### src/host_bus_pkg.sv
// Constants and types shared by the host bus controller design
package host_bus_pkg;

  // ---------------------------------------------------------------
  // Bus modes
  // ---------------------------------------------------------------
  typedef enum logic [1:0] {
    MODE_MUX_8    = 2'b00,
    MODE_MUX_16   = 2'b01,
    MODE_NMUX_8   = 2'b10,
    MODE_NMUX_16  = 2'b11
  } bus_mode_t;

  // ---------------------------------------------------------------
  // Controller register map (word index on the command port)
  // ---------------------------------------------------------------
  localparam logic [3:0] REG_CTRL    = 4'h0;
  localparam logic [3:0] REG_ADDR    = 4'h1;
  localparam logic [3:0] REG_WDATA   = 4'h2;
  localparam logic [3:0] REG_CMD     = 4'h3;
  localparam logic [3:0] REG_STATUS  = 4'h4;
  localparam logic [3:0] REG_RDATA   = 4'h5;

  localparam int CTRL_MODE_LSB  = 0;
  localparam int CTRL_ALE_POL   = 2;
  localparam int CMD_WRITE      = 0;
  localparam int CMD_READ       = 1;
  localparam int STAT_BUSY      = 0;
  localparam int STAT_DONE      = 1;

  localparam logic [31:0] CTRL_RESET = 32'h0000_0000;

  // ---------------------------------------------------------------
  // Pin-cycle timing (ns, and clock cycles at 8 ns)
  // ---------------------------------------------------------------
  localparam int CLK_NS        = 8;
  localparam int ALE_NS        = 40;
  localparam int SETUP_NS      = 24;
  localparam int STROBE_NS     = 120;
  localparam int HOLD_NS       = 16;
  localparam logic [7:0] ALE_CYC    = 8'((ALE_NS + CLK_NS - 1) / CLK_NS);
  localparam logic [7:0] SETUP_CYC  = 8'((SETUP_NS + CLK_NS - 1) / CLK_NS);
  localparam logic [7:0] STROBE_CYC = 8'((STROBE_NS + CLK_NS - 1) / CLK_NS);
  localparam logic [7:0] HOLD_CYC   = 8'((HOLD_NS + CLK_NS - 1) / CLK_NS);

  typedef enum logic [2:0] {
    ST_IDLE   = 3'b000,
    ST_ALE    = 3'b001,
    ST_SETUP  = 3'b010,
    ST_STROBE = 3'b011,
    ST_HOLD   = 3'b100
  } cyc_state_t;

  function automatic logic is_mux(input bus_mode_t m);
    return (m == MODE_MUX_8) || (m == MODE_MUX_16);
  endfunction

  function automatic logic is_wide(input bus_mode_t m);
    return (m == MODE_MUX_16) || (m == MODE_NMUX_16);
  endfunction

endpackage

### src/host_bus_ctrl.sv
// Host-side controller driving the device's multiplexed or plain address/data pins
//
// Added by the designer: the register offsets and the strobed register port.
module host_bus_ctrl (
  input  wire logic        clock,
  input  wire logic        rst_b,
  input  wire logic [3:0]  reg_addr,
  input  wire logic [31:0] reg_wdata,
  input  wire logic        reg_write,
  input  wire logic        reg_read,
  output logic [31:0]      reg_rdata,
  input  wire logic [7:0]  low_addr_data_pins_in,
  output logic [7:0]       low_addr_data_pins_out,
  output logic [7:0]       low_addr_data_pins_oe,
  input  wire logic [7:0]  high_addr_data_pins_in,
  output logic [7:0]       high_addr_data_pins_out,
  output logic [7:0]       high_addr_data_pins_oe,
  input  wire logic [7:0]  port_a_in,
  output logic [7:0]       port_a_out,
  output logic [7:0]       port_a_oe,
  input  wire logic [7:0]  port_b_pins_in,
  output logic [7:0]       port_b_pins_out,
  output logic [7:0]       port_b_pins_oe,
  output logic [2:0]       extended_address_bits,
  output logic             upper_addr_or_select_in,
  output logic             address_latch_strobe,
  output logic             write_strobe_b,
  output logic             read_strobe_b
);
  import host_bus_pkg::*;

  // ---------------------------------------------------------------
  // Reset release and input synchronisers
  // ---------------------------------------------------------------
  logic        rst_m_q;
  logic        rst_q_b;
  logic [23:0] pin_m_q;
  logic [23:0] pin_s_q;

  always_ff @(posedge clock or negedge rst_b) begin
    if (!rst_b) begin
      rst_m_q <= 1'b0;
      rst_q_b <= 1'b0;
    end else begin
      rst_m_q <= 1'b1;
      rst_q_b <= rst_m_q;
    end
  end

  always_ff @(posedge clock or negedge rst_q_b) begin
    if (!rst_q_b) begin
      pin_m_q <= 24'h000000;
      pin_s_q <= 24'h000000;
    end else begin
      pin_m_q <= {port_b_pins_in, high_addr_data_pins_in, low_addr_data_pins_in ^ 8'h00};
      pin_s_q <= pin_m_q;
    end
  end

  logic [7:0] porta_m_q;
  logic [7:0] porta_s_q;
  always_ff @(posedge clock or negedge rst_q_b) begin
    if (!rst_q_b) begin
      porta_m_q <= 8'h00;
      porta_s_q <= 8'h00;
    end else begin
      porta_m_q <= port_a_in;
      porta_s_q <= porta_m_q;
    end
  end

  // ---------------------------------------------------------------
  // Registers
  // ---------------------------------------------------------------
  logic [2:0]  ctrl_q;
  logic [19:0] addr_q;
  logic [15:0] wdata_q;
  logic [15:0] rdata_q;
  logic [15:0] rd_word;
  logic        done_q;
  logic        rnw_q;
  cyc_state_t  state_q;
  cyc_state_t  state_d;

  wire       busy      = (state_q != ST_IDLE);
  wire       sel_ctrl  = reg_write && (reg_addr == REG_CTRL);
  wire       sel_addr  = reg_write && (reg_addr == REG_ADDR);
  wire       sel_wdata = reg_write && (reg_addr == REG_WDATA);
  wire       sel_cmd   = reg_write && (reg_addr == REG_CMD) && !busy;
  wire       start_wr  = sel_cmd && reg_wdata[CMD_WRITE];
  wire       start_rd  = sel_cmd && reg_wdata[CMD_READ] && !reg_wdata[CMD_WRITE];
  wire       start     = start_wr || start_rd;
  bus_mode_t mode;
  assign mode = bus_mode_t'(ctrl_q[CTRL_MODE_LSB +: 2]);
  wire       mux       = is_mux(mode);
  wire       wide      = is_wide(mode);
  wire       ale_pol   = ctrl_q[CTRL_ALE_POL];

  always_ff @(posedge clock or negedge rst_q_b) begin
    if (!rst_q_b) begin
      ctrl_q <= CTRL_RESET[2:0];
    end else if (sel_ctrl && !busy) begin
      ctrl_q <= reg_wdata[2:0];
    end
  end

  always_ff @(posedge clock or negedge rst_q_b) begin
    if (!rst_q_b) begin
      addr_q  <= 20'h00000;
      wdata_q <= 16'h0000;
    end else begin
      if (sel_addr && !busy) addr_q <= reg_wdata[19:0];
      if (sel_wdata && !busy) wdata_q <= reg_wdata[15:0];
    end
  end

  // ---------------------------------------------------------------
  // Pin cycle sequencer
  // ---------------------------------------------------------------
  logic       tmr_load;
  logic [7:0] tmr_count;
  logic       tmr_exp;

  bus_timer u_timer (
    .clock   (clock),
    .rst_q_b (rst_q_b),
    .load    (tmr_load),
    .count   (tmr_count),
    .expired (tmr_exp)
  );

  always_comb begin
    state_d   = state_q;
    tmr_load  = 1'b0;
    tmr_count = 8'h00;
    case (state_q)
      ST_IDLE: begin
        if (start) begin
          tmr_load  = 1'b1;
          state_d   = mux ? ST_ALE : ST_SETUP;
          tmr_count = mux ? ALE_CYC : SETUP_CYC;
        end
      end
      ST_ALE: begin
        if (tmr_exp) begin
          tmr_load  = 1'b1;
          tmr_count = SETUP_CYC;
          state_d   = ST_SETUP;
        end
      end
      ST_SETUP: begin
        if (tmr_exp) begin
          tmr_load  = 1'b1;
          tmr_count = STROBE_CYC;
          state_d   = ST_STROBE;
        end
      end
      ST_STROBE: begin
        if (tmr_exp) begin
          tmr_load  = 1'b1;
          tmr_count = HOLD_CYC;
          state_d   = ST_HOLD;
        end
      end
      ST_HOLD: begin
        if (tmr_exp) state_d = ST_IDLE;
      end
      default: state_d = ST_IDLE;
    endcase
  end

  wire strobe_end = (state_q == ST_STROBE) && tmr_exp;

  always_ff @(posedge clock or negedge rst_q_b) begin
    if (!rst_q_b) begin
      state_q <= ST_IDLE;
      rnw_q   <= 1'b0;
      done_q  <= 1'b0;
      rdata_q <= 16'h0000;
    end else begin
      state_q <= state_d;
      if (start) rnw_q <= start_rd;
      if (strobe_end) done_q <= 1'b1;
      else if (start) done_q <= 1'b0;
      if (strobe_end && rnw_q) rdata_q <= rd_word;
    end
  end

  // ---------------------------------------------------------------
  // Pin drive per mode
  // ---------------------------------------------------------------
  // Pins are registered: look ahead so the address stands with the latch strobe,
  // and keep it one cycle past the strobe's trailing edge as hold time
  wire in_cycle  = busy || (state_d != ST_IDLE);
  wire addr_ph   = (state_q == ST_ALE) || (state_d == ST_ALE);
  wire data_ph   = (state_q == ST_SETUP) || (state_q == ST_STROBE) || (state_q == ST_HOLD);
  wire drive_dat = data_ph && !rnw_q;
  // Multiplexed reads low byte on AD pins, plain modes on port A
  assign rd_word[7:0]  = mux ? pin_s_q[7:0] : porta_s_q;
  // High byte on AD8-15 in mux-16, on port B in plain-16, else zero
  assign rd_word[15:8] = !wide ? 8'h00 : (mux ? pin_s_q[15:8] : pin_s_q[23:16]);

  always_ff @(posedge clock or negedge rst_q_b) begin
    if (!rst_q_b) begin
      low_addr_data_pins_out  <= 8'h00;
      low_addr_data_pins_oe   <= 8'h00;
      high_addr_data_pins_out <= 8'h00;
      high_addr_data_pins_oe  <= 8'h00;
      port_a_out              <= 8'h00;
      port_a_oe               <= 8'h00;
      port_b_pins_out         <= 8'h00;
      port_b_pins_oe          <= 8'h00;
      extended_address_bits   <= 3'h0;
      upper_addr_or_select_in <= 1'b0;
      address_latch_strobe    <= 1'b0;
      write_strobe_b          <= 1'b1;
      read_strobe_b           <= 1'b1;
    end else begin
      // Address on shared pins during latch phase, data or release after
      low_addr_data_pins_out <= (mux && !addr_ph) ? wdata_q[7:0] : addr_q[7:0];
      low_addr_data_pins_oe  <= (in_cycle && (!mux || addr_ph || drive_dat)) ? 8'hFF : 8'h00;
      // High pins shared only in mux-16
      high_addr_data_pins_out <= (mux && wide && !addr_ph) ? wdata_q[15:8] : addr_q[15:8];
      high_addr_data_pins_oe  <= (in_cycle && (!(mux && wide) || addr_ph || drive_dat)) ?
                                 8'hFF : 8'h00;
      // Port A carries low data in plain modes
      port_a_out <= wdata_q[7:0];
      port_a_oe  <= (!mux && drive_dat) ? 8'hFF : 8'h00;
      // Port B carries high data in plain-16; otherwise it is the device's port
      port_b_pins_out <= wdata_q[15:8];
      port_b_pins_oe  <= (!mux && wide && drive_dat) ? 8'hFF : 8'h00;
      extended_address_bits   <= addr_q[18:16];
      upper_addr_or_select_in <= addr_q[19];
      // Strobe pulse, trailing edge marks the latch point
      address_latch_strobe <= ale_pol ? (state_d == ST_ALE) : !(state_d == ST_ALE);
      write_strobe_b <= !((state_d == ST_STROBE) && !(start ? start_rd : rnw_q));
      read_strobe_b  <= !((state_d == ST_STROBE) && (start ? start_rd : rnw_q));
    end
  end

  // ---------------------------------------------------------------
  // Register read path
  // ---------------------------------------------------------------
  wire [31:0] rd_mux =
    (reg_addr == REG_CTRL)   ? {29'h0, ctrl_q} :
    (reg_addr == REG_ADDR)   ? {12'h0, addr_q} :
    (reg_addr == REG_WDATA)  ? {16'h0, wdata_q} :
    (reg_addr == REG_STATUS) ? {30'h0, done_q, busy} :
    (reg_addr == REG_RDATA)  ? {16'h0, rdata_q} : 32'h0000_0000;

  always_ff @(posedge clock or negedge rst_q_b) begin
    if (!rst_q_b) begin
      reg_rdata <= 32'h0000_0000;
    end else begin
      reg_rdata <= reg_read ? rd_mux : 32'h0000_0000;
    end
  end

  // ---------------------------------------------------------------
  // Checks
  // ---------------------------------------------------------------
  property p_mode_stable;
    @(posedge clock) disable iff (!rst_q_b) busy |=> $stable(ctrl_q);
  endproperty
  a_mode_stable: assert property (p_mode_stable) else $error("mode changed in cycle");

  property p_no_dual_strobe;
    @(posedge clock) disable iff (!rst_q_b) !(!read_strobe_b && !write_strobe_b);
  endproperty
  a_no_dual_strobe: assert property (p_no_dual_strobe) else $error("both strobes");

  property p_read_releases;
    @(posedge clock) disable iff (!rst_q_b)
      (!read_strobe_b && mux) |-> (low_addr_data_pins_oe == 8'h00);
  endproperty
  a_read_releases: assert property (p_read_releases) else $error("low pins driven on read");

  property p_plain_addr;
    @(posedge clock) disable iff (!rst_q_b)
      (!read_strobe_b && !mux) |-> (low_addr_data_pins_oe == 8'hFF);
  endproperty
  a_plain_addr: assert property (p_plain_addr) else $error("address not held");

  property p_high_addr_only;
    @(posedge clock) disable iff (!rst_q_b)
      (!write_strobe_b && !(mux && wide)) |-> (high_addr_data_pins_out == addr_q[15:8]);
  endproperty
  a_high_addr_only: assert property (p_high_addr_only) else $error("high pins not address");

  property p_portb_data;
    @(posedge clock) disable iff (!rst_q_b)
      (!write_strobe_b && !mux && wide) |-> (port_b_pins_oe == 8'hFF);
  endproperty
  a_portb_data: assert property (p_portb_data) else $error("port B not driven");

  property p_ale_addr;
    @(posedge clock) disable iff (!rst_q_b)
      (address_latch_strobe == ale_pol && busy) |-> (low_addr_data_pins_out == addr_q[7:0]);
  endproperty
  a_ale_addr: assert property (p_ale_addr) else $error("address absent at latch");

  property p_ext_addr;
    @(posedge clock) disable iff (!rst_q_b)
      !busy ##1 busy |-> ##1 (extended_address_bits == addr_q[18:16]);
  endproperty
  a_ext_addr: assert property (p_ext_addr) else $error("extended address wrong");

endmodule

### src/bus_timer.sv
// Cycle counter for the pin-phase durations
module bus_timer (
  input  wire logic       clock,
  input  wire logic       rst_q_b,
  input  wire logic       load,
  input  wire logic [7:0] count,
  output logic            expired
);

  logic [7:0] cnt_q;
  logic [7:0] cnt_d;

  assign cnt_d   = load ? count : (cnt_q != 8'h00 ? cnt_q - 8'h01 : 8'h00);
  // Depends on the count only: load is itself decoded from expired by the sequencer
  assign expired = (cnt_q == 8'h01);

  always_ff @(posedge clock or negedge rst_q_b) begin
    if (!rst_q_b) begin
      cnt_q <= 8'h00;
    end else begin
      cnt_q <= cnt_d;
    end
  end

endmodule

### config.mk
export PLATFORM = sky130hd
export DESIGN_NAME = host_bus_ctrl
export DESIGN_NICKNAME = d
export VERILOG_FILES = /design/src/host_bus_pkg.sv /design/src/host_bus_ctrl.sv /design/src/bus_timer.sv
export SDC_FILE = /design/constraint.sdc
export NUM_CORES = 1
export LEC_CHECK = 0
export BUFFER_PORTS_ARGS = -buffer_cell sky130_fd_sc_hd__buf_2
export CAP_MARGIN = 20
export CORE_UTILIZATION = 39
export DETAILED_ROUTE_END_ITERATION = 7
export HOLD_SLACK_MARGIN = 0.03
export PLACE_DENSITY_LB_ADDON = 0.08
export SLEW_MARGIN = 40
export SYNTH_ARGS = -nofsm -noshare
export SYNTH_HDL_FRONTEND = slang
export SYNTH_SLANG_ARGS = --single-unit
### constraint.sdc
create_clock -name clock -period 5.6 [get_ports clock]
set_input_delay 0.28 -clock clock [delete_from_list [all_inputs] [get_ports clock]]
set_output_delay 0.28 -clock clock [all_outputs]
set_load 0.02 [all_outputs]
== After elaboration in Yosys (flattened, before gate mapping) ==
Index checks and enable logic that the tools add are counted.
W data, S select, Z words.

* Register bits after elaboration: 225
* Bits of input ports: 72
* Word-level logic and storage cells: 133

* Add/sub/neg operators: 1
* Eq/ne operators: 14
* Mux-type cells: 37
* Reduce and logical (&&, ||, !) cells: 53

{| class="wikitable"
|+ Operators by type and width
! operator !! number
|-
| $mux W8 || 11
|-
| $mux W20 || 3
|-
| $mux W16 || 3
|-
| $logic_and A1 B1 Y1 || 24
|-
| $mux W3 || 7
|-
| $pmux W4 S4 || 1
|-
| $pmux W3 S5 || 1
|-
| $logic_or A1 B1 Y1 || 11
|-
| $logic_not A1 Y1 || 10
|-
| $eq A3 B2 Y1 const B || 3
|-
| $eq A4 B2 Y1 const B || 2
|-
| $eq A4 B3 Y1 const B || 2
|-
| $eq A8 B1 Y1 const B || 1
|-
| $reduce_bool A8 Y1 || 1
|-
| $sub A8 B1 Y8 const B || 1
|-
| $eq A3 B1 Y1 const B || 2
|-
| $mux W1 || 6
|-
| $mux W2 || 3
|-
| $reduce_bool A3 Y1 || 2
|-
| $eq A4 B1 Y1 const B || 1
|-
| $logic_not A4 Y1 || 1
|-
| $mux W4 || 1
|-
| $eq A3 B3 Y1 const B || 1
|-
| $logic_not A3 Y1 || 1
|-
| other kinds (6) || 6
|}

== Longest topological paths before layout ==
Gate-level depths: netlist of run 1.

* Depth after elaboration: 14
* Mapped depth: 7
* Gate-level depth less buffers: 6

== By module ==
Synthesis of run 1 repeated with hierarchy kept, for this count alone.

* Cell total of the unflattened synthesis: 526
* Area, all modules: 7363.3 µm²

{| class="wikitable"
|+ Modules (own cells, without submodules)
! module !! times used !! cells each !! area an instance (µm²)
|-
| host_bus_ctrl || 1 || 474 || 6879.1
|-
| bus_timer || 1 || 52 || 484.2
|}

== Least setup slack after synthesis of run 1 ==
No wires, ideal clock.

* Kind: register to register
* Start: register state_q[2]
* End: register low_addr_data_pins_out[0]
* Setup time: 0.125 ns
* Arrival time: 1.662 ns
* Required time: 5.475 ns
* Setup slack: 3.813 ns
* Cell stages (with the launch flop): 6
* Clock period less this slack: 1.787 ns
* Cells stage by stage: dfrtp_1 > nor4b_4 > o211ai_4 > and3_1 > buf_6 > mux2_4

* Longest elaborated chain between the ends: 13
* Elaborated cells on any way between the ends: 23
* Those cells by class: 5 x eq/ne; 7 x mux; 11 x reduce/logical

{| class="wikitable"
|+ RTL lines
! element !! line !! source
|-
| start: declaration || host_bus_ctrl.sv:82 || <nowiki>cyc_state_t state_q;</nowiki>
|-
| start signal: assignment || host_bus_ctrl.sv:181 || <nowiki>state_q <= state_d;</nowiki>
|-
| $reduce_bool A3 Y1 || host_bus_ctrl.sv:85 || <nowiki>wire busy = (state_q != ST_IDLE);</nowiki>
|-
| $logic_not A1 Y1 || host_bus_ctrl.sv:89 || <nowiki>wire sel_cmd = reg_write && (reg_addr == REG_CMD) && !busy;</nowiki>
|-
| $logic_and A1 B1 Y1 || host_bus_ctrl.sv:89 ||
|-
| $logic_and A1 B1 Y1 (2 in series) || host_bus_ctrl.sv:91 || <nowiki>wire start_rd = sel_cmd && reg_wdata[CMD_READ] && !reg_wdata[CMD_WRITE];</nowiki>
|-
| $logic_or A1 B1 Y1 || host_bus_ctrl.sv:92 || <nowiki>wire start = start_wr || start_rd;</nowiki>
|-
| $mux W3 || host_bus_ctrl.sv:138 || <nowiki>if (start) begin</nowiki>
|-
| $pmux W3 S5 || host_bus_ctrl.sv:136 || <nowiki>case (state_q)</nowiki>
|-
| $eq A3 B1 Y1 || host_bus_ctrl.sv:195 || <nowiki>wire addr_ph = (state_q == ST_ALE) || (state_d == ST_ALE);</nowiki>
|-
| $logic_or A1 B1 Y1 (*) || host_bus_ctrl.sv:195 ||
|-
| $logic_not A1 Y1 (*) || host_bus_ctrl.sv:220 || <nowiki>low_addr_data_pins_out <= (mux && !addr_ph) ? wdata_q[7:0] : addr_q[7:0];</nowiki>
|-
| $logic_and A1 B1 Y1 (*) || host_bus_ctrl.sv:220 ||
|-
| $mux W8 (*) || host_bus_ctrl.sv:220 ||
|-
| end signal: assignment || host_bus_ctrl.sv:220 ||
|-
| end: declaration || host_bus_ctrl.sv:13 || <nowiki>output logic [7:0] low_addr_data_pins_out,</nowiki>
|}

Every way passes the cells marked *; elsewhere a longest branch is shown, timed or not.
A chain may end at the register's enable or synchronous reset.

== Worst setup path after layout of run 1 ==
* Start: register state_q[2]
* End: register low_addr_data_pins_out[7]

Same word-level chain as after synthesis.

==> insert_results.sql, run 1 <==
INSERT INTO impl_metrics (metric_group, metric, value, unit) VALUES
('clock_tree', 'clock_latency', '0.42', 'ns'),
('finish', 'final_layout_size_suffix_gt1_frac', '0.378', ''),
('finish', 'finish.net_count', '742', ''),
('routing', 'routed_via_density', '4.85', ''),
('routing', 'dr.pass1.iters', '5', ''),
('global_route', 'grt_use_total', '0.164', ''),
('clock_tree', 'cts_setup_buffers', '0', ''),
('routing', 'num_vias', '4405', ''),
('setup_path', 'critical_path_arrival', '2.75', 'ns'),
('setup_path', 'crit_path_end_kind', 'flop', ''),
('sta', 'rsz_0062_raised_after_global_routing', 'false', ''),
('clock_tree', 'cts_tree', 'done', ''),
('sta', 'finalHoldViolations', '0', ''),
('sta', 'period_minus_slack', '2.44', 'ns'),
('placement', 'buffer_ports.inserted', '150', ''),
('routing', 'wire_per_inst', '16.5', 'um'),
('sta', 'setup_total_negative_slack', '0', 'ns'),
('finish', 'finalInstanceArea', '9020', 'sq um'),
('routing', 'post-route-drc-count', '0', ''),
('synthesis', 'async_flop_share', '1.00', ''),
('job', 'max_cap_viol_count', '0', ''),
('floorplanning', 'top_level_ports', '175', ''),
('global_route', 'pin_count_of_the_biggest_net_entering_global_routing', '108', ''),
('clock_tree', 'cts_num_sinks', '197', ''),
('setup_path', 'critical_path.slowest_cell', 'sky130_fd_sc_hd__nor4b_4', ''),
('clock_tree', 'clockRootBuffer', 'sky130_fd_sc_hd__clkbuf_16', ''),
('setup_path', 'worst_setup_path_start_kind', 'flop', ''),
('synthesis', 'ys_ff_latch', '197', ''),
('clock_tree', 'path_clk_slew', '0.07', 'ns'),
('routing', 'antenna_violating_nets_post_route', '0', ''),
('clock_tree', 'clock_tree.htree_level_count', '4', ''),
('clock_tree', 'cts_made_buffers', '17', ''),
('sta', 'fin_skew', '0.0126', 'ns'),
('global_route', 'gr-total-overflow', '0', ''),
('sta', 'finalSetupViolCount', '0', ''),
('setup_path', 'timing.critical_path.required', '5.91', 'ns'),
('synthesis', 'syn_area', '7360', 'sq um'),
('synthesis', 'synth-seq-area-share', '0.670', ''),
('sta', 'timing.final.max_slew_violations', '0', ''),
('routing', 'drt_first_iter_violations', '262', ''),
('floorplanning', 'die_area', '19400', 'sq um'),
('clock_tree', 'cts_hold_repair.buffers', '33', ''),
('sta', 'worst_pin_slew', '0.710', 'ns'),
('global_route', 'number_of_global_route_vias_before_repair', '4436', ''),
('synthesis', 'netlist_instances', '515', ''),
('clock_tree', 'cts-root-to-sink-buffers', '2', ''),
('finish', 'syn2layout_area_growth', '22.6', '%'),
('synthesis', 'netlist-cell-type-count', '53', ''),
('floorplanning', 'fp.coreArea', '18200', 'sq um'),
('floorplanning', 'initial_utilization', '0.404', ''),
('power', 'power_per_cell_area', '446', 'nW/um^2'),
('synthesis', 'yosysWarnings', '0', ''),
('global_route', 'antenna_violations_before_repair', '0', ''),
('placement', 'postPlaceCellArea', '8100', 'sq um'),
('floorplanning', 'floorplan.die.height', '139', 'um'),
('placement', 'detailedPlacementHpwl', '10000', 'um'),
('synthesis', 'postSynth.topFlopCell', 'sky130_fd_sc_hd__dfrtp_1', ''),
('clock_tree', 'post_cts_resize_count', '0', ''),
('setup_path', 'critical_path_peak_fanout', '17', ''),
('finish', 'num_antenna_cells', '0', ''),
('setup_path', 'path_cells', 'nor4b_4, o211ai_4, and3_1, mux2_4', ''),
('hold_path', 'min_path_type', 'input port to flop', ''),
('synthesis', 'synth_enable_flop_cells', '0', ''),
('sta', 'worst_slew_margin_relative_to_its_limit', '0.526', ''),
('global_route', 'wire_length_of_the_first_global_routing_pass', '24300', 'um'),
('synthesis', 'synth.largest_area_cell', 'sky130_fd_sc_hd__dfrtp_1', ''),
('power', 'static-leakage-power', '4.44', 'nW'),
('sta', 'max_frequency', '0.409', 'GHz'),
('setup_path', 'critical_path_class', 'flop to flop', ''),
('synthesis', 'synthTopCellsByArea', 'sky130_fd_sc_hd__dfrtp_1, sky130_fd_sc_hd__mux2_2, sky130_fd_sc_hd__buf_4', ''),
('synthesis', 'share_of_the_synthesized_area_in_the_top_cell_type', '0.663', ''),
('power', 'peakVddDrop', '0.209', 'mV'),
('synthesis', 'syn_avg_cell_area', '14.3', 'sq um'),
('outcome', 'result_of_the_run', 'complete, no violations', ''),
('sta', 'post-route-period-util', '0.436', ''),
('floorplanning', 'row_count', '49', ''),
('floorplanning', 'fp.dieW', '139', 'um'),
('setup_path', 'max_stage_delay_on_crit_path', '0.63', 'ns'),
('routing', 'finalWirelength', '15000', 'um'),
('placement', 'place.gp.congestion', '0.755', '');
[final timing paths]
kind                                       from                             endpoint  slack, ns  depth (start not counted)
max in group asynchronous     rst_q_b$_DFF_PN0_              reg_rdata[12]$_DFF_PN0_       4.39                          2
setup / recovery           state_q[2]$_DFF_PN0_  low_addr_data_pins_out[7]$_DFF_PN0_       3.16                          4
hold / removal                    reg_wdata[19]               addr_q[19]$_DFFE_PN0P_       0.09                          2
setup reg to reg           state_q[2]$_DFF_PN0_  low_addr_data_pins_out[7]$_DFF_PN0_       3.16                          4
min in group asynchronous                 rst_b                    rst_q_b$_DFF_PN0_       0.17                          2
hold reg to reg            pin_m_q[3]$_DFF_PN0_                 pin_s_q[3]$_DFF_PN0_       0.35                          0
[metrics by stage]
| step | setup WS (ns) | cells | utilization | hold slack, ns | power (mW) |
|---|---|---|---|---|---|
| after CTS | 3.13 | 909 | 0.495 | 0.0696 | 4.08 |
| after global placement | 2.95 | 842 | 0.443 | 0.0645 | 2.83 |
| after global routing | 2.89 | 909 | 0.495 | 0.0730 | 4.23 |
| final | 3.16 | 909 | 0.495 | 0.0861 | 4.02 |
| after floorplan | 2.36 | 526 | - | -0.0156 | 2.61 |
| after detailed placement | 3.14 | 844 | 0.445 | 0.0675 | 2.86 |
[power by group]
| part | switching [mW] | total (mW) | internal [mW] | leakage [nW] |
|---|---|---|---|---|
| clock | 0.533 | 1.19 | 0.658 | 0.286 |
| sequential | 0.195 | 1.88 | 1.69 | 2.52 |
| combinational | 0.548 | 0.953 | 0.405 | 1.63 |
| total | 1.28 | 4.02 | 2.75 | 4.44 |
[cell type report]
type,count,area (sq um)
fillers,1573,9190
flip-flops and latches,197,4940
multi-input cells,256,2030
repair buffers,188,1150
clock buffers,20,467
well taps,229,287
clock inverters,12,119
inverters,7,26.3
[critical path, delay by kind of cell (launching register included)]
kind	cells	cell delay, ns
compound gates	1	0.28
flops	1	0.59
mux	1	0.38
simple gates	2	1.08
[layer usage]
| metal | wire, um | track usage | share of wire | up-vias |
|---|---|---|---|---|
| met3 | 696 | 0.0420 | 0.046 | 5 |
| met4 | 114 | 0.0462 | 0.0076 | 0 |
| met5 | 0 | 0 | 0 | - |
| met2 | 7020 | 0.255 | 0.47 | 133 |
| li1 | - | - | - | 2060 |
| met1 | 7160 | 0.226 | 0.48 | 2207 |
[registers in the layout, indices dropped and copies added, names as in the netlist, 8 cells and up]
| name | count |
|---|---|
| pin_m_q | 24 |
| pin_s_q | 24 |
| addr_q | 20 |
| reg_rdata | 20 |
| rdata_q | 16 |
| wdata_q | 16 |
| high_addr_data_pins_out | 8 |
| low_addr_data_pins_out | 8 |
| port_a_out | 8 |
| port_b_pins_out | 8 |
| porta_m_q | 8 |
| porta_s_q | 8 |
| u_timer.cnt_q | 8 |
[cells by family after synthesis]
family	Yosys count	synth area share
AOI/OAI and AO/OA	59	0.0600
xor gates and xnor gates	8	0.00952
adders and majority gates	3	0.00510
buffers and inverters	73	0.0602
DFF	197	0.670
muxes	76	0.117
other	2	0.00102
and+or+nand+nor	97	0.0767
[cells in the mapped netlist (2+ instances only)]
cell type                    n
sky130_fd_sc_hd__nor3_1      7
sky130_fd_sc_hd__nand4_1     2
sky130_fd_sc_hd__xnor2_1     5
sky130_fd_sc_hd__buf_2       9
sky130_fd_sc_hd__buf_4      40
sky130_fd_sc_hd__nor3b_1     2
sky130_fd_sc_hd__o211ai_1    2
sky130_fd_sc_hd__a31oi_1     2
sky130_fd_sc_hd__nor4b_4     3
sky130_fd_sc_hd__or3_1       2
sky130_fd_sc_hd__dfrtp_1   195
sky130_fd_sc_hd__ha_1        3
sky130_fd_sc_hd__o21ai_0    14
sky130_fd_sc_hd__inv_1       7
sky130_fd_sc_hd__mux2_4      8
sky130_fd_sc_hd__xor2_1      3
sky130_fd_sc_hd__nor2_1     22
sky130_fd_sc_hd__buf_1       2
sky130_fd_sc_hd__o22ai_1     4
sky130_fd_sc_hd__conb_1      2
sky130_fd_sc_hd__a21oi_1     6
sky130_fd_sc_hd__nand3b_1    2
sky130_fd_sc_hd__nor4_1      5
sky130_fd_sc_hd__nand2_1    24
sky130_fd_sc_hd__o31ai_1     9
sky130_fd_sc_hd__clkbuf_1   14
sky130_fd_sc_hd__nand2b_1    2
sky130_fd_sc_hd__nand3_1     7
sky130_fd_sc_hd__mux2_2     48
sky130_fd_sc_hd__nor2b_1     3
sky130_fd_sc_hd__and3_1      7
sky130_fd_sc_hd__a222oi_1   13
sky130_fd_sc_hd__dfstp_2     2
sky130_fd_sc_hd__mux2i_1    20
[layout by cell type, fill, tap and decap left out, types with 3 or more instances in the layout]
cell type                       instances
sky130_fd_sc_hd__xnor2_1                5
sky130_fd_sc_hd__nor2b_1                3
sky130_fd_sc_hd__buf_2                150
sky130_fd_sc_hd__inv_1                  7
sky130_fd_sc_hd__clkbuf_8               3
sky130_fd_sc_hd__conb_1                13
sky130_fd_sc_hd__nor4b_4                3
sky130_fd_sc_hd__mux2_2                48
sky130_fd_sc_hd__a21oi_1                6
sky130_fd_sc_hd__nand2_1               23
sky130_fd_sc_hd__nor4_1                 5
sky130_fd_sc_hd__o22ai_1                4
sky130_fd_sc_hd__ha_1                   3
sky130_fd_sc_hd__dfrtp_1              194
sky130_fd_sc_hd__xor2_1                 3
sky130_fd_sc_hd__nand3_1                6
sky130_fd_sc_hd__inv_6                  4
sky130_fd_sc_hd__clkbuf_16             17
sky130_fd_sc_hd__o21ai_0               14
sky130_fd_sc_hd__nor2_1                22
sky130_fd_sc_hd__o31ai_1                9
sky130_fd_sc_hd__a222oi_1              13
sky130_fd_sc_hd__mux2i_1               20
sky130_fd_sc_hd__nor3_1                 7
sky130_fd_sc_hd__and3_1                 7
sky130_fd_sc_hd__mux2_4                 8
sky130_fd_sc_hd__dlygate4sd3_1         33
Note: power is estimated with default switching activity, not from simulation.
==> inputs of run 2 (changes only) <==
clock period = 2.1 ns   (was 5.6 ns; I/O delays follow)
==> run 2 against run 1 <==
Power increased to 2.7 times the previous value. Die area stayed put. Design area rose by 3.3%. Clock-buffer cell count is 1 lower. Sequential share of layout area fell by 1.8 points. Worst hold slack got worse by 0.030 ns. Clock skew down 0.0058 ns. Global-route usage is 0.064 points higher. Setup slack got worse by 3.0 ns. Combinational power rose to 2.8 times the previous value. First-iteration DRC count fell by 0.76%. Critical path depth increased by 2.
==> insert_results.sql, run 2 (synthesized netlist as in run 1, its figures left out) <==
INSERT INTO impl_metrics (metric_group, metric, value, unit) VALUES
('sta', 'worst_slew_margin_relative_to_its_limit', '0.576', ''),
('setup_path', 'critical_path_peak_fanout', '8', ''),
('sta', 'fin_skew', '0.00676', 'ns'),
('finish', 'finalInstanceArea', '9320', 'sq um'),
('clock_tree', 'path_clk_slew', '0.07', 'ns'),
('finish', 'final_common_cell', 'sky130_fd_sc_hd__dfrtp_1', ''),
('power', 'pwr-share-clk', '0.290', ''),
('placement', 'buffer_ports.inserted', '150', ''),
('routing', 'wire_per_inst', '15.7', 'um'),
('power', 'p_comb_frac', '0.246', ''),
('finish', 'final_layout_size_suffix_gt1_frac', '0.372', ''),
('global_route', 'number_of_global_route_vias_before_repair', '4589', ''),
('floorplanning', 'initial_utilization', '0.404', ''),
('power', 'peakVddDrop', '0.627', 'mV'),
('routing', 'finalWirelength', '14800', 'um'),
('global_route', 'wire_length_of_the_first_global_routing_pass', '24600', 'um'),
('routing', 'num_vias', '4485', ''),
('routing', 'drt_first_iter_violations', '260', ''),
('clock_tree', 'cts_tree', 'done', ''),
('sta', 'timing.final.max_slew_violations', '0', ''),
('outcome', 'result_of_the_run', 'complete, no violations', ''),
('clock_tree', 'clock_tree.htree_level_count', '4', ''),
('power', 'power_per_cell_area', '1150', 'nW/um^2'),
('sta', 'period_minus_slack', '1.90', 'ns'),
('floorplanning', 'fp.dieW', '139', 'um'),
('global_route', 'gr-total-overflow', '0', ''),
('placement', 'place.gp.congestion', '0.753', ''),
('global_route', 'grt_use_total', '0.164', ''),
('global_route', 'pin_count_of_the_biggest_net_entering_global_routing', '75', ''),
('floorplanning', 'fp.coreArea', '18200', 'sq um'),
('routing', 'wl_met1', '7360', 'um'),
('clock_tree', 'cts_num_sinks', '197', ''),
('clock_tree', 'clockRootBuffer', 'sky130_fd_sc_hd__clkbuf_16', ''),
('global_route', 'antenna_violations_before_repair', '0', ''),
('floorplanning', 'row_count', '49', ''),
('clock_tree', 'cts-root-to-sink-buffers', '2', ''),
('clock_tree', 'clock_latency', '0.42', 'ns'),
('power', 'static-leakage-power', '4.59', 'nW'),
('sta', 'post-route-period-util', '0.906', ''),
('floorplanning', 'top_level_ports', '175', ''),
('routing', 'dr.pass1.iters', '4', ''),
('sta', 'finalHoldViolations', '0', ''),
('sta', 'worst_pin_slew', '0.636', 'ns'),
('sta', 'setup_total_negative_slack', '0', 'ns'),
('finish', 'syn2layout_area_growth', '26.7', '%'),
('sta', 'rsz_0062_raised_after_global_routing', 'false', ''),
('power', 'switching_share', '0.312', ''),
('routing', 'antenna_violating_nets_post_route', '0', ''),
('power', 'power.internal', '7.40', 'mW'),
('clock_tree', 'cts_setup_buffers', '0', ''),
('finish', 'reg_top3', 'pin_m_q x24, pin_s_q x24', ''),
('finish', 'fillerInstances', '1591', ''),
('power', 'seqPwrFrac', '0.464', ''),
('setup_path', 'timing.critical_path.required', '2.40', 'ns'),
('setup_path', 'worst_setup_path_start_kind', 'input port', ''),
('routing', 'route.top_layer_used', 'met4', ''),
('job', 'max_cap_viol_count', '0', ''),
('clock_tree', 'cts_made_buffers', '17', ''),
('routing', 'wl_met3', '495', 'um'),
('setup_path', 'crit_path_end_kind', 'flop', ''),
('routing', 'post-route-drc-count', '0', ''),
('sta', 'finalSetupViolCount', '0', ''),
('finish', 'finish.net_count', '779', ''),
('power', 'switchingPower', '3.35', 'mW'),
('floorplanning', 'die_area', '19400', 'sq um'),
('finish', 'num_antenna_cells', '0', ''),
('routing', 'routed_via_density', '4.75', ''),
('setup_path', 'critical_path_arrival', '2.21', 'ns'),
('finish', 'most-common-layout-cells', 'sky130_fd_sc_hd__dfrtp_1, sky130_fd_sc_hd__buf_2, sky130_fd_sc_hd__dlygate4sd3_1, sky130_fd_sc_hd__mux2_2, sky130_fd_sc_hd__nand2_1', ''),
('hold_path', 'min_path_type', 'input port to flop', ''),
('floorplanning', 'floorplan.die.height', '139', 'um'),
('routing', 'met2_wire_length', '6880', 'um'),
('setup_path', 'critical_path_class', 'input port to flop', ''),
('placement', 'detailedPlacementHpwl', '10100', 'um'),
('sta', 'max_frequency', '0.525', 'GHz'),
('placement', 'postPlaceCellArea', '8210', 'sq um');
==> run 2: worst paths after layout <==
| kind | start | endpoint | slack, ns | depth (start not counted) |
|---|---|---|---|---|
| min reg2reg | rst_q_b$_DFF_PN0_ | pin_m_q[2]$_DFF_PN0_ | 0.28 | 0 |
| max in group asynchronous | rst_q_b$_DFF_PN0_ | addr_q[9]$_DFFE_PN0P_ | 1.09 | 1 |
| max | reg_addr[3] | low_addr_data_pins_out[6]$_DFF_PN0_ | 0.20 | 6 |
| min in group asynchronous | rst_q_b$_DFF_PN0_ | pin_m_q[2]$_DFF_PN0_ | 0.28 | 0 |
| max reg2reg | state_q[0]$_DFF_PN0_ | low_addr_data_pins_out[6]$_DFF_PN0_ | 0.26 | 4 |
| min | reg_wdata[1] | wdata_q[1]$_DFFE_PN0P_ | 0.06 | 2 |
==> run 2: through the flow <==
step                hold slack (ns)  std cells  total power, mW  worst slack [ns]  utilization
detailed placement           -0.106        859             7.66             0.240        0.451
floorplan                    -0.191        526             6.95            0.0883            -
global route                 0.0438        944             11.4             0.126        0.512
global placement             -0.110        859             7.60             0.288        0.451
finish                       0.0559        944             10.7             0.197        0.512
CTS                          0.0356        944             10.9             0.190        0.512
==> run 2: layout make-up <==
type,count,area [sq um],area share
Timing Repair Buffer,225,1490,0.160
Tap cell,229,287,0.0307
Clock inverter,11,128,0.0137
Clock buffer,19,433,0.0464
Inverter,7,26.3,0.00282
Sequential cell,197,4940,0.530
Multi-Input combinational cell,256,2020,0.217
==> run 2: timing repair <==
| item | in CTS | in global routing |
|---|---|---|
| setup endpoints to repair | 0 | 0 |
| hold buffers | 55 | 0 |
| hold endpoints to repair | 77 | 0 |
| resized for setup | 0 | 0 |
==> run 2: power groups by stage <==
stage	Sequential [mW]	Clock (mW)	Combinational [mW]
4_1_cts	4.99	3.21	2.68
3_3_place_gp	5.03	0	2.57
6_report	4.99	3.12	2.64
2_1_floorplan	5.34	0	1.61
5_1_grt	5.09	3.38	2.88
3_5_place_dp	5.06	0	2.59
==> run 2: routing by layer <==
layer  track usage  vias to the layer above
li1              -                     2134
met1         0.234                     2229
met2         0.248                      116
met3        0.0323                        6
met4        0.0632                        0
met5             0                        -
==> run 2: worst max-delay path, cell delays in order <==
cell,delay (ns)
sky130_fd_sc_hd__dlygate4sd3_1,0.53
sky130_fd_sc_hd__buf_2,0.22
sky130_fd_sc_hd__and4bb_2,0.31
sky130_fd_sc_hd__o211ai_4,0.09
sky130_fd_sc_hd__and3_1,0.60
sky130_fd_sc_hd__mux2_4,0.35
